--- src/design/rir_pkg.sv ---
/*
 * rir_pkg: offsets, field layouts, reset values and selector codes of the
 * remote interrupt routing and splitter line width register slice.
 * Assumes byte-wide registers on an eight-bit register address.
 */
package rir_pkg;

	// -------------------------------------------------------------
	// register offsets
	// -------------------------------------------------------------
	localparam logic [7:0] ADDR_REMOTE_IRQ_ROUTE_CTRL  = 8'h30;
	localparam logic [7:0] ADDR_SPLIT_LINE_WIDTH_LOW   = 8'h32;
	localparam logic [7:0] ADDR_SPLIT_LINE_WIDTH_HIGH  = 8'h33;

	// -------------------------------------------------------------
	// field widths and reset values
	// -------------------------------------------------------------
	localparam int         SEL_W        = 4;
	localparam int         LOW_W        = 8;
	localparam int         HIGH_W       = 5;
	localparam int         LW_W         = LOW_W + HIGH_W;
	localparam int         GPIO_N       = 4;
	localparam logic [3:0] SEL_RESET    = 4'h0;
	localparam logic [7:0] LOW_RESET    = 8'h00;
	localparam logic [4:0] HIGH_RESET   = 5'h05;
	localparam logic [7:0] READ_UNMAPPED = 8'h00;

	// -------------------------------------------------------------
	// selector codes (upper two bits pick the group, low two the pin)
	// -------------------------------------------------------------
	localparam logic [3:0] SEL_OFF       = 4'h0;
	localparam logic [3:0] SEL_PER_PORT  = 4'h1;
	localparam logic [1:0] GRP_GPIO      = 2'h2;
	localparam logic [1:0] GRP_ALT_GPIO  = 2'h3;

endpackage

--- src/design/rir_cfg_field.sv ---
/*
 * rir_cfg_field: one writable register field with a constant reset value.
 * Assumes a single-cycle write strobe synchronous to clk.
 */
`timescale 1ns/10ps
`default_nettype none

module rir_cfg_field #(
	parameter int             W     = 8,
	parameter logic [W-1:0]   RST_V = '0
) (
	input  wire logic         clk,
	input  wire logic         rst,
	input  wire logic         wr_en,
	input  wire logic [W-1:0] wr_data,
	output var  logic [W-1:0] q
);

	// -------------------------------------------------------------
	// storage
	// -------------------------------------------------------------
	// field holds its reset value until software writes it
	always_ff @(posedge clk or posedge rst) begin
		if (rst) begin
			q <= RST_V;
		end else if (wr_en) begin
			q <= wr_data;
		end
	end

endmodule

`default_nettype wire

--- src/design/rir_remote_irq_route_line_size.sv ---
/*
 * rir_remote_irq_route_line_size: remote interrupt pin routing and the
 * splitter line width value, reached over a byte register port that the
 * serial control port logic drives.
 * Assumes link interrupts and port status are synchronous to clk and that
 * interrupts are active high here; pin polarity is handled at the pads.
 * Assumes the register port pulses reg_wr or reg_rd for one cycle per
 * access and does not write and read one address in the same cycle; such
 * a read returns the value from before the write.
 * The *_en outputs tell the pad ring which gpio pin the routed interrupt
 * has taken; pins not taken keep their normal function.
 * Line width outputs are not clamped: the splitter sees what was written,
 * and keeping it at or below 4096 is up to software.
 * Reserved selector codes are stored and read back but route nothing.
 * Everything runs on clk and takes its reset value on rst; there is no other clock
 * domain and no interrupt state of its own in here.
 */
`timescale 1ns/10ps
`default_nettype none

module rir_remote_irq_route_line_size (
	input  wire logic                        clk,
	input  wire logic                        rst,
	// byte register port
	input  wire logic [7:0]                  reg_addr,
	input  wire logic [7:0]                  reg_wdata,
	input  wire logic                        reg_wr,
	input  wire logic                        reg_rd,
	output var  logic [7:0]                  reg_rdata,
	output var  logic                        reg_rvalid,
	// link side status
	input  wire logic                        link_irq_p0,
	input  wire logic                        link_irq_p1,
	input  wire logic                        port0_active,
	input  wire logic                        port1_active,
	input  wire logic                        dual_link_mode,
	input  wire logic                        local_irq_src,
	// interrupt pins
	output var  logic                        remote_irq_out,
	output var  logic                        local_irq_out,
	output var  logic [rir_pkg::GPIO_N-1:0]  gpio_irq,
	output var  logic [rir_pkg::GPIO_N-1:0]  gpio_irq_en,
	output var  logic [rir_pkg::GPIO_N-1:0]  alt_gpio_irq,
	output var  logic [rir_pkg::GPIO_N-1:0]  alt_gpio_irq_en,
	// splitter configuration
	output var  logic [rir_pkg::LW_W-1:0]    split_line_width,
	output var  logic [rir_pkg::LW_W:0]      split_input_line_width,
	output var  logic [rir_pkg::LW_W-1:0]    dual_input_line_width
);

	// -------------------------------------------------------------
	// register decode
	// -------------------------------------------------------------
	logic                        sel_hit;
	logic                        low_hit;
	logic                        high_hit;
	logic [rir_pkg::SEL_W-1:0]   remote_irq_pin_select;
	logic [rir_pkg::LOW_W-1:0]   lw_low;
	logic [rir_pkg::HIGH_W-1:0]  lw_high;
	logic [rir_pkg::LW_W-1:0]    lw_value;

	// address compare for the three mapped registers
	always_comb begin
		sel_hit  = 1'b0;
		low_hit  = 1'b0;
		high_hit = 1'b0;
		if (reg_addr == rir_pkg::ADDR_REMOTE_IRQ_ROUTE_CTRL) begin
			sel_hit = 1'b1;
		end else if (reg_addr == rir_pkg::ADDR_SPLIT_LINE_WIDTH_LOW) begin
			low_hit = 1'b1;
		end else if (reg_addr == rir_pkg::ADDR_SPLIT_LINE_WIDTH_HIGH) begin
			high_hit = 1'b1;
		end
	end

	// -------------------------------------------------------------
	// register fields
	// -------------------------------------------------------------
	// selector keeps only its low nibble, upper bits dropped
	rir_cfg_field #(
		.W     (rir_pkg::SEL_W),
		.RST_V (rir_pkg::SEL_RESET)
	) u_sel (
		.clk     (clk),
		.rst     (rst),
		.wr_en   (reg_wr && sel_hit),
		.wr_data (reg_wdata[rir_pkg::SEL_W-1:0]),
		.q       (remote_irq_pin_select)
	);

	// low byte of the line width, resets to zero
	rir_cfg_field #(
		.W     (rir_pkg::LOW_W),
		.RST_V (rir_pkg::LOW_RESET)
	) u_low (
		.clk     (clk),
		.rst     (rst),
		.wr_en   (reg_wr && low_hit),
		.wr_data (reg_wdata),
		.q       (lw_low)
	);

	// upper five bits of the line width, resets to five
	rir_cfg_field #(
		.W     (rir_pkg::HIGH_W),
		.RST_V (rir_pkg::HIGH_RESET)
	) u_high (
		.clk     (clk),
		.rst     (rst),
		.wr_en   (reg_wr && high_hit),
		.wr_data (reg_wdata[rir_pkg::HIGH_W-1:0]),
		.q       (lw_high)
	);

	assign lw_value = {lw_high, lw_low};

	// -------------------------------------------------------------
	// read path
	// -------------------------------------------------------------
	logic [7:0]                  rdata_next;

	// read mux; reserved bits and unmapped addresses give zero
	always_comb begin
		rdata_next = rir_pkg::READ_UNMAPPED;
		if (sel_hit) begin
			rdata_next = {{(8-rir_pkg::SEL_W){1'b0}},
			              remote_irq_pin_select};
		end else if (low_hit) begin
			rdata_next = lw_low;
		end else if (high_hit) begin
			rdata_next = {{(8-rir_pkg::HIGH_W){1'b0}}, lw_high};
		end
	end

	// read data is registered and held until the next read
	always_ff @(posedge clk or posedge rst) begin
		if (rst) begin
			reg_rdata <= rir_pkg::READ_UNMAPPED;
		end else if (reg_rd) begin
			reg_rdata <= rdata_next;
		end
	end

	// read answer strobe, one cycle after the request
	always_ff @(posedge clk or posedge rst) begin
		if (rst) begin
			reg_rvalid <= 1'b0;
		end else begin
			reg_rvalid <= reg_rd;
		end
	end

	// -------------------------------------------------------------
	// interrupt routing
	// -------------------------------------------------------------
	logic                        combined_irq;
	logic                        remote_next;
	logic                        local_next;
	logic [rir_pkg::GPIO_N-1:0]  gpio_next;
	logic [rir_pkg::GPIO_N-1:0]  gpio_en_next;
	logic [rir_pkg::GPIO_N-1:0]  alt_next;
	logic [rir_pkg::GPIO_N-1:0]  alt_en_next;
	logic [1:0]                  sel_grp;
	logic [1:0]                  sel_pin;

	assign sel_grp = remote_irq_pin_select[3:2];
	assign sel_pin = remote_irq_pin_select[1:0];

	// merged interrupt of the active ports; dual link is one logical link
	always_comb begin
		if (dual_link_mode) begin
			combined_irq = link_irq_p0;
		end else begin
			combined_irq = (port0_active && link_irq_p0)
			             || (port1_active && link_irq_p1);
		end
	end

	// remote pin carries port 0 only in per-port mode, idle otherwise
	always_comb begin
		remote_next = 1'b0;
		if (remote_irq_pin_select == rir_pkg::SEL_OFF) begin
			remote_next = 1'b0;
		end else if (remote_irq_pin_select == rir_pkg::SEL_PER_PORT) begin
			remote_next = link_irq_p0;
		end
	end

	// local pin adds port 1 in per-port mode, own source otherwise
	always_comb begin
		local_next = local_irq_src;
		if (remote_irq_pin_select == rir_pkg::SEL_PER_PORT) begin
			local_next = local_irq_src || link_irq_p1;
		end
	end

	// gpio group takes the merged interrupt on the selected pin
	always_comb begin
		gpio_next    = '0;
		gpio_en_next = '0;
		if (sel_grp == rir_pkg::GRP_GPIO) begin
			gpio_en_next[sel_pin] = 1'b1;
			gpio_next[sel_pin]    = combined_irq;
		end
	end

	// alternate group, same scheme; reserved codes route nothing
	always_comb begin
		alt_next    = '0;
		alt_en_next = '0;
		if (sel_grp == rir_pkg::GRP_ALT_GPIO) begin
			alt_en_next[sel_pin] = 1'b1;
			alt_next[sel_pin]    = combined_irq;
		end
	end

	// remote pin flop, one cycle behind its sources
	always_ff @(posedge clk or posedge rst) begin
		if (rst) begin
			remote_irq_out <= 1'b0;
		end else begin
			remote_irq_out <= remote_next;
		end
	end

	// local pin flop, one cycle behind its sources
	always_ff @(posedge clk or posedge rst) begin
		if (rst) begin
			local_irq_out <= 1'b0;
		end else begin
			local_irq_out <= local_next;
		end
	end

	// gpio group value and pin-taken flags
	always_ff @(posedge clk or posedge rst) begin
		if (rst) begin
			gpio_irq    <= '0;
			gpio_irq_en <= '0;
		end else begin
			gpio_irq    <= gpio_next;
			gpio_irq_en <= gpio_en_next;
		end
	end

	// alternate gpio group value and pin-taken flags
	always_ff @(posedge clk or posedge rst) begin
		if (rst) begin
			alt_gpio_irq    <= '0;
			alt_gpio_irq_en <= '0;
		end else begin
			alt_gpio_irq    <= alt_next;
			alt_gpio_irq_en <= alt_en_next;
		end
	end

	// -------------------------------------------------------------
	// splitter line width outputs
	// -------------------------------------------------------------
	// 2D line width; no clamp, software keeps to 4096
	always_ff @(posedge clk or posedge rst) begin
		if (rst) begin
			split_line_width <= {rir_pkg::HIGH_RESET, rir_pkg::LOW_RESET};
		end else begin
			split_line_width <= lw_value;
		end
	end

	// combined 3D input line, twice the 2D width
	always_ff @(posedge clk or posedge rst) begin
		if (rst) begin
			split_input_line_width <= {rir_pkg::HIGH_RESET,
			                           rir_pkg::LOW_RESET, 1'b0};
		end else begin
			split_input_line_width <= {lw_value, 1'b0};
		end
	end

	// dual-input left/right line width, same value
	always_ff @(posedge clk or posedge rst) begin
		if (rst) begin
			dual_input_line_width <= {rir_pkg::HIGH_RESET, rir_pkg::LOW_RESET};
		end else begin
			dual_input_line_width <= lw_value;
		end
	end

endmodule

`default_nettype wire

--- config.mk ---
export PLATFORM = sky130hd
export DESIGN_NAME = rir_remote_irq_route_line_size
export DESIGN_NICKNAME = d
export VERILOG_FILES = /design/src/design/rir_pkg.sv /design/src/design/rir_cfg_field.sv /design/src/design/rir_remote_irq_route_line_size.sv
export SDC_FILE = /design/constraint.sdc
export NUM_CORES = 1
export LEC_CHECK = 0
export ABC_AREA = 1
export BUFFER_PORTS_ARGS = -buffer_cell sky130_fd_sc_hd__buf_2
export CORE_MARGIN = 5
export CORE_UTILIZATION = 54
export CTS_BUF_LIST = sky130_fd_sc_hd__clkbuf_8
export CTS_CLUSTER_SIZE = 16
export DETAILED_ROUTE_END_ITERATION = 8
export GPL_ROUTABILITY_DRIVEN = 0
export MAX_ROUTING_LAYER = met4
export PLACE_DENSITY = 0.87
export SYNTH_ARGS = -nofsm -noshare
export SYNTH_HDL_FRONTEND = slang
export SYNTH_SLANG_ARGS = --single-unit
--- constraint.sdc ---
create_clock -name clk -period 3.3 [get_ports clk]
set_input_delay 0.165 -clock clk [delete_from_list [all_inputs] [get_ports clk]]
set_output_delay 0.165 -clock clk [all_outputs]
set_load 0.1 [all_outputs]
==> results.md, run 1 <==
* Register Area at approximately 1400 um^2
* Clock power share at 0.359
* Status: complete, no violations
* Row count at 24
* Multi-input logic area at between 600 and 700 um^2
* Post-synthesis cell count at 235
* Clk slew on worst S/H paths at approximately 60 ps
* Gate power share at 0.183
* # fillers at roughly 340
* Worst flop-to-flop path startpoint: u_sel.q[2]
* Total negative setup slack at 0 ps
* CTS Hold Buffers Added at 0
* Routed WL at roughly 4900 um
* Initial core utilization at 0.549
* Iteration-0 DRC Markers at 120
* Die area at 5750 um^2
* Cell Chain, Critical Path: buf_2
* # resized after CTS at 0
* Synth Area in Adders at 0
* Post-synthesis sequential area ratio at 0.612
* Maximum fanout along the worst path at 3
* Drt drc at 0
* Via density at approximately 5.0
* Fmax at 697 MHz
* Clock Tree Root: clkbuf_8
* Slowest-stage cell, CP: dfstp_2
* Final max-slew violation count at 0
* I/O pin count at 93
* PortBufs at 91
* Post-CTS setup buffer count at 0
* Setup crit end kind: output pin
* Kind of critical path: flip-flop to output pin
* Area grow syn2layout at 20.6%
* Die Width at ~76 um
* Maximum VDD drop at about 300 uV
* GRT Total Usage at 0.190
* Post-Synth Simple-Gate Area at 0.203
* Final nets at between 300 and 400
* Fin crit share at 0.435
* Switching pwr at ~520 uW
* Synthesized area at about 2300 um^2
* Number of global-route vias before repair at about 1700
* Final Hold Vio Count at 0
* Slowest stage delay, CP at ~530 ps
* Antenna violations before repair at 0
* Num CTS Buffers at 9
* Placeable core area at approximately 4300 um^2
* Synth warn at 0
* Clock buffer depth at 2
* Layout cells sized above 1 at 0.410
* End of the worst register-to-register path: gpio_irq[0]
* Static Leakage at 1.67 nW
* Largest family of logic cells by synthesized area: simple AND/OR/NAND/NOR gates
* Worst skew pair latency at ~330 ps
* PwrDens at between 500 and 600 nW/um^2
* Worst-margin pin slew at roughly 1100 ps
* Area fraction in compound gates after synthesis at 0.0551
* Relative slew margins at 0.261
* CP delay by family, top: flip-flops
* CP arrival at 1270 ps
* Mux contribution to synthesized area at 0
* GRT Residual Overflow at 0
* Final Setup Violations at 0
* Syn Area/Cell at approximately 10 um^2
* Int Pwr at ~1.1 mW
* Post-synth cell types at 23
* Clock Sinks at between 50 and 60
* Minimum clock period at 1440 ps
* Register-to-Register Path Depth at 3
* Antenna diodes at 0
* Largest net degree at the start of global routing at 58
* Max-Cap Viols at 0
* Detail Placement HPWL at between 3000 and 4000 um
* Worst hold slack at 23.9 ps
* Clock skew at 4.94 ps
* Global-route wire length before repair at slightly below 8000 um
* Switching Share at 0.323
* Worst setup SP type: flip-flop
* WP data required at around 3100 ps
* Reg power frac at 0.458
* TritonCTS clock tree: yes
* Hold EP: reg_rvalid
* DR vias at 1820
* First-pass detailed-route iteration total at 4
* Yosys reg bits at 57
* DR WL/cell at between 10 and 15 um
* Synthesized Nets at 261
* Register-to-register setup slack at between 2000 and 2500 ps
* RSZ-0062 raised after global routing: no
* CTS H-tree lvls at 3
* Tightest Hold Check Type: input port to flip-flop
* Hold Crit Depth at 1
* Worst hold start: reg_rd
* Synth Area in XOR/XNOR at 0
* CP Buf/Inv Count at 1
* Die Ht at around 76 um
* ANT nets after route at 0
synth_stat cells:
master	instances	area [um^2]
a21oi_1	4	20.0
clkbuf_1	1	3.75
o21bai_1	1	7.51
nand2_1	52	195
nor3_4	1	16.3
nand3_1	21	105
inv_2	2	7.51
o21ai_0	10	50.1
conb_1	1	3.75
nor2_2	3	18.8
buf_2	1	5.00
o21a_1	1	7.51
buf_4	27	203
nand2_4	1	11.3
nand2_2	4	25.0
nand3_2	1	10.0
dfstp_2	4	105
o21ai_2	5	43.8
dfrtp_1	53	1330
buf_6	1	11.3
nor2_1	14	52.6
inv_1	19	71.3
nor3_1	8	40.0
flip-flops by register name, summed over array words and instances, names as in the netlist:
name / cells
u_sel.q: 4
local_irq_out: 1
u_high.q: 5
alt_gpio_irq_en: 4
u_low.q: 8
remote_irq_out: 1
gpio_irq: 4
split_input_line_width: 13
reg_rvalid: 1
gpio_irq_en: 4
alt_gpio_irq: 4
reg_rdata: 8
cells by family after synthesis:
family / after synthesis
and+or+nand+nor: 105
AOI/OAI and AO/OA: 21
other: 1
DFF: 57
buffers and inverters: 51
metrics by stage:
stage               utilization  instance area, um^2  total power [mW]  cells  setup slack (ps)
floorplan                     -                 2340              1.01    235              1740
global placement          0.619                 2640              1.04    348              1910
detailed placement        0.619                 2640              1.04    348              1690
CTS                       0.662                 2820              1.62    364              1840
global route              0.662                 2820              1.67    364              1820
finish                    0.662                 2820              1.61    364              1860
power groups by stage:
stage	Sequential, mW	Combinational, mW	Clock, mW
6_report	0.736	0.294	0.578
5_1_grt	0.738	0.308	0.622
4_1_cts	0.736	0.296	0.591
3_5_place_dp	0.748	0.295	0
3_3_place_gp	0.747	0.291	0
2_1_floorplan	0.822	0.184	0
area by class of cell:
class / instances / share of cell area
Sequential cell: 57 / 0.507
Clock buffer: 12 / 0.0585
Multi-Input combinational cell: 127 / 0.215
Tap cell: 52 / 0.0231
Inverter: 21 / 0.0279
Clock inverter: 4 / 0.00665
Timing Repair Buffer: 91 / 0.161
worst max-delay path by stage:
stage	startpoint	endpoint	slack (ps)	cells after the start
2_1_floorplan	rst	alt_gpio_irq[0]	1740	1
3_3_place_gp	reg_addr[6]	u_high.q[1]	1910	7
3_5_place_dp	reg_addr[6]	u_high.q[0]	1690	6
4_1_cts	split_input_line_width[9]	split_input_line_width[9]	1840	1
5_1_grt	split_input_line_width[11]	split_line_width[10]	1820	1
6_report	split_input_line_width[9]	split_input_line_width[9]	1860	1
cells in the final DEF (no fill, tap or decap), drive strengths merged:
cell and instances:
buf 91, nand2 57, dfrtp 53, nand3 22
inv 22, nor2 17, o21ai 15, clkbuf 12
nor3 9, a21oi 4, dfstp 4, clkinv 3
o21a 1, o21bai 1, conb 1
routing by layer:
metal	GRT usage	up-vias	part of all wire
met3	0.0541	16	0.096
met1	0.242	853	0.40
met5	-	-	0
met2	0.268	86	0.47
li1	-	865	-
met4	0.117	0	0.029
Note: power is estimated with default switching activity, not from simulation.
==> inputs of run 2 (changes only) <==
CORE_UTILIZATION = 45   (was 54)
PLACE_DENSITY = 0.77   (was 0.87)
clock period = 1.2 ns   (was 3.3 ns; I/O delays follow)
==> results.md, run 2 (synthesized netlist as in run 1, its figures left out) <==
* Status: complete, but fails checks
* Violated checks: negative setup slack
* Number of global-route vias before repair at about 1800
* GRT Total Usage at 0.175
* Routed WL at around 5300 um
* Kind of critical path: flip-flop to output pin
* CP delay by family, top: flip-flops
* Final Setup Violations at 6
* Setup crit end kind: output pin
* Setup crit start: split_input_line_width[9]
* Worst skew pair latency at ~330 ps
* RSZ-0062 raised after global routing: yes
* Tightest Hold Check Type: input port to flip-flop
* Biggest regs: split_input_line_width: 13 flops, reg_rdata: 8 flops, u_low.q: 8 flops
* Clk slew on worst S/H paths at 60 ps
* Total power at roughly 5 mW
* Cell Chain, Critical Path: buf_12
* Maximum VDD drop at slightly below 700 uV
* First-pass detailed-route iteration total at 4
* Worst setup SP type: flip-flop
* Maximum fanout along the worst path at 3
* Die area at ~6700 um^2
* Static Leakage at ~1.8 nW
* Int Pwr at between 3 and 4 mW
* Row count at 26
* CTS H-tree lvls at 3
* TritonCTS clock tree: yes
* Most frequent cells in the layout: 67 x buf_2, 52 x nand2_1, 42 x dfrtp_1
* Reg power frac at 0.402
* Worst flop-to-flop path startpoint: u_sel.q[2]
* Initial core utilization at 0.461
* Drt drc at 0
* Minimum clock period at around 1200 ps
* Area grow syn2layout at 37.2%
* Post-CTS setup buffer count at 0
* WP data required at ~1100 ps
* Max reg flops at 13
* Clock skew at about 7.8 ps
* Placeable core area at 5070 um^2
* Fmax at 815 MHz
* Fin crit share at 1.02
* CP Buf/Inv Count at 1
* I/O pin count at 93
* Layout cells sized above 1 at 0.446
* Biggest register: split_input_line_width
* Final max-slew violation count at 0
* Final Worst Setup Slack at -27.6 ps
* DR vias at between 1500 and 2000
* Slowest stage delay, CP at 660 ps
* Worst hold start: reg_wdata[2]
* Via density at 4.61
* Final design utilization at 0.633
* Antenna violations before repair at 0
* Final nets at roughly 350
* Largest net degree at the start of global routing at 43
* Iteration-0 DRC Markers at between 50 and 60
* Slowest-stage cell, CP: dfstp_4
* DR WL/cell at roughly 13 um
* PortBufs at 91
* ANT nets after route at 0
* Most common cell after layout, fill and taps aside: buf_2
* Antenna diodes at 0
* Switching Share at 0.291
* GRT Residual Overflow at 0
* Max-Cap Viols at 0
* Clock power share at 0.424
* Gate power share at 0.174
* Switching pwr at between 1 and 1.5 mW
* Die Ht at approximately 82 um
* Num CTS Buffers at 9
* Clock Tree Root: clkbuf_8
* Die Width at between 80 and 90 um
* Detail Placement HPWL at approximately 3800 um
* Clock Sinks at between 50 and 60
* Global-route wire length before repair at 8470 um
* Clock buffer depth at 2
* PwrDens at 1580 nW/um^2
* CP arrival at between 1000 and 1500 ps
* Final Hold Vio Count at 0
run 2: cell count changes in the layout (fill, tap and decap cells not counted), moves of 7 or more:
cell,change
buf_12,+7
buf_2,-24
buf_4,+7
clkbuf_4,+16
dfrtp_1,-11
dfrtp_2,+11
dlygate4sd3_1,+9
run 2: per-layer routing:
metal | routed length [um] | vias to the layer above | track usage
met5 | 0 | - | -
li1 | - | 891 | -
met4 | 120 | 0 | 0.0997
met2 | 2730 | 84 | 0.280
met3 | 397 | 11 | 0.0336
met1 | 2100 | 843 | 0.208
run 2: cell type report:
| class | count | area (um^2) |
|---|---|---|
| inverters | 21 | 82.6 |
| flip-flops and latches | 57 | 1450 |
| clock inverters | 6 | 105 |
| fillers | 411 | 1860 |
| multi-input cells | 127 | 607 |
| well taps | 70 | 87.6 |
| clock buffers | 10 | 138 |
| repair buffers | 106 | 738 |
run 2: through the flow:
step / setup slack (ps) / hold slack [ps] / area, um^2 / TNS (ps) / std cells
after floorplan: 23.7 / 91.4 / 2360 / 0 / 235
after detailed placement: 189 / 137 / 2830 / 0 / 372
after global routing: -59.7 / 43.9 / 3210 / -344 / 397
after CTS: -43.1 / 23.2 / 3170 / -251 / 397
final: -27.6 / 32.3 / 3210 / -149 / 397
after global placement: 232 / 131 / 2830 / 0 / 372
run 2: timing repair:
action,in CTS,in global routing
endpoints found under the hold margin,61,0
hold buffers,9,0
endpoints found under the setup margin,8,22
resized for setup,2,16
run 2: worst reg2reg max path, cell delays in order (launching register included):
cell,delay [ps]
dfrtp_1,390
inv_1,100
nand2_1,180
nor3_1,250
run 2: power by group through the flow:
stage,Combinational (mW),Clock [mW],Sequential (mW)
finish,0.884,2.15,2.04
global route,0.927,2.25,2.04
floorplan,0.506,0,2.27
CTS,0.879,2.18,2.04
global placement,0.847,0,2.07
detailed placement,0.853,0,2.07
run 2: path summary, 6_finish.rpt:
kind	end	slack, ps	cells after the start
max	dual_input_line_width[8]	-30	1
min	u_low.q[2]	30	3
max reg2reg	gpio_irq[2]	180	3
min reg2reg	split_input_line_width[9]	390	0
max in group asynchronous	u_high.q[2]	600	4
min in group asynchronous	u_sel.q[3]	330	4
==> inputs of run 3 (changes only) <==
==> constraint.sdc (replaced) <==
create_clock -name clk -period 1.2 [get_ports clk]
set_input_delay 0.18 -clock clk [delete_from_list [all_inputs] [get_ports clk]]
set_output_delay 0.18 -clock clk [all_outputs]
set_load 0.1 [all_outputs]
==> results.md, run 3 (synthesized netlist as in run 1, its figures left out) <==
* CTS H-tree lvls at 3
* WP data required at about 1000 ps
* Clock Tree Root: clkbuf_8
* Layout cells sized above 1 at 0.442
* Antenna violations before repair at 0
* Register-to-register setup slack at between 100 and 150 ps
* Slowest-stage cell, CP: dfstp_4
* Post-CTS setup buffer count at 0
* Int Pwr at approximately 3.2 mW
* TritonCTS clock tree: yes
* Final Setup Violations at 39
* Fin crit share at 1.12
* Final nets at about 340
* PortBufs at slightly above 90
* Drt drc at 0
* Placeable core area at 5070 um^2
* Clock power share at 0.335
* Final Worst Setup Slack at -147 ps
* Clk slew on worst S/H paths at 60 ps
* Worst hold slack at 31.3 ps
* Antenna diodes at 0
* Fmax at 742 MHz
* Largest net degree at the start of global routing at 58
* DR WL/cell at between 10 and 15 um
* Die Width at 82.1 um
* CP arrival at between 1000 and 1500 ps
* Row count at 26
* Num CTS Buffers at 9
* Clock Sinks at 57
* Minimum clock period at between 1000 and 1500 ps
* Tightest Hold Check Type: input port to flip-flop
* Maximum VDD drop at about 930 uV
* RSZ-0062 raised after global routing: yes
* Die Ht at around 82 um
* Final std cells w/o fill at ~390
* Placed insts at 370
* Kind of critical path: flip-flop to output pin
* Max reg flops at 13
* Final max-slew violation count at 0
* Biggest register: split_input_line_width
* GRT Total Usage at 0.193
* CP delay by family, top: flip-flops
* # fillers at roughly 310
* # resized after CTS at 0
* Switching pwr at about 1.5 mW
* Area grow syn2layout at 68.2%
* PwrDens at 1190 nW/um^2
* Worst setup SP type: flip-flop
* Violated checks: negative setup slack
* Most frequent cells in the layout: 67 x buf_12, 52 x nand2_1, 42 x dfrtp_1
* Gate power share at 0.222
* I/O pin count at between 90 and 100
* Final Hold Vio Count at 0
* Status: complete, but fails checks
* Static Leakage at about 1.9 nW
* Worst skew pair latency at roughly 330 ps
* DR vias at between 1500 and 2000
* ANT nets after route at 0
* CP Buf/Inv Count at 1
* Setup crit end kind: output pin
* Initial core utilization at 0.461
* First-pass detailed-route iteration total at 4
* Most common cell after layout, fill and taps aside: buf_12
* Slowest stage delay, CP at 660 ps
* Clock buffer depth at 2
* Die area at about 6700 um^2
* Routed WL at between 5000 and 6000 um
* Maximum fanout along the worst path at 3
* Cell Chain, Critical Path: buf_12
* Clock skew at around 3 ps
* Number of global-route vias before repair at roughly 1900
* Via density at between 4 and 5
* Global-route wire length before repair at between 9000 and 10000 um
* GRT Residual Overflow at 0
* Total power at ~4.7 mW
* Reg power frac at 0.443
* Detail Placement HPWL at about 4300 um
* Max-Cap Viols at 0
* Iteration-0 DRC Markers at 93
* Switching Share at 0.314
* Biggest regs: split_input_line_width: 13 flops, reg_rdata: 8 flops, u_low.q: 8 flops
[run 3: cell count changes in the layout (fill, tap and decap cells not counted), sizes merged]
| cell | previous run | this run |
|---|---|---|
| buf | 81 | 95 |
| clkbuf | 26 | 12 |
| dlygate4sd3 | 9 | 1 |
| inv | 20 | 24 |
| bufinv | 3 | 0 |
| clkinv | 3 | 0 |
[run 3: layout make-up]
type	count	area, um^2	share of cell area
timing repair buffer	96	1500	0.381
tap	70	87.6	0.0223
inverter	21	82.6	0.0210
clock inverter	4	15.0	0.00381
sequential	57	1480	0.376
clock buffer	12	165	0.0420
multi-input combinational	127	607	0.154
[run 3: through the flow]
stage | instance area [um^2] | setup TNS (ps) | setup slack [ps] | util
CTS | 3940 | -1960 | -167 | 0.776
floorplan | 2430 | -25.6 | -12.8 | -
global placement | 3750 | 0 | 109 | 0.738
global route | 3940 | -2490 | -183 | 0.776
detailed placement | 3750 | 0 | 34.6 | 0.738
finish | 3940 | -1150 | -147 | 0.776
[run 3: power groups by stage]
stage	clock [mW]	sequential (mW)	combinational, mW
floorplan	0	2.28	0.518
global placement	0	2.11	1.03
detailed placement	0	2.12	1.04
CTS	1.60	2.08	1.05
global route	1.69	2.09	1.08
finish	1.57	2.08	1.04
[run 3: final timing paths]
kind,endpoint,cells past startpoint,startpoint
max,split_line_width[10],1,split_input_line_width[11]
min in group asynchronous,alt_gpio_irq_en[2],4,rst
max in group asynchronous,u_high.q[0],4,rst
max reg2reg,gpio_irq[3],3,u_sel.q[2]
min,reg_rvalid,1,reg_rd
min reg2reg,split_input_line_width[11],0,u_high.q[2]
[run 3: routing by layer]
metal  part of all wire  routed length (um)  up-vias  GRT usage
met5                  0                   0        -          -
met1               0.37                2130      909      0.210
met3              0.065                 375       12     0.0477
met4              0.021                 118        0     0.0897
li1                   -                   -      870          -
met2               0.54                3130       81      0.332
[run 3: what timing repair did]
| action | 4_1_cts | 5_1_grt |
|---|---|---|
| hold buffers | 1 | 0 |
| setup endpoints to repair | 39 | 39 |
| hold endpoints to repair | 53 | 0 |
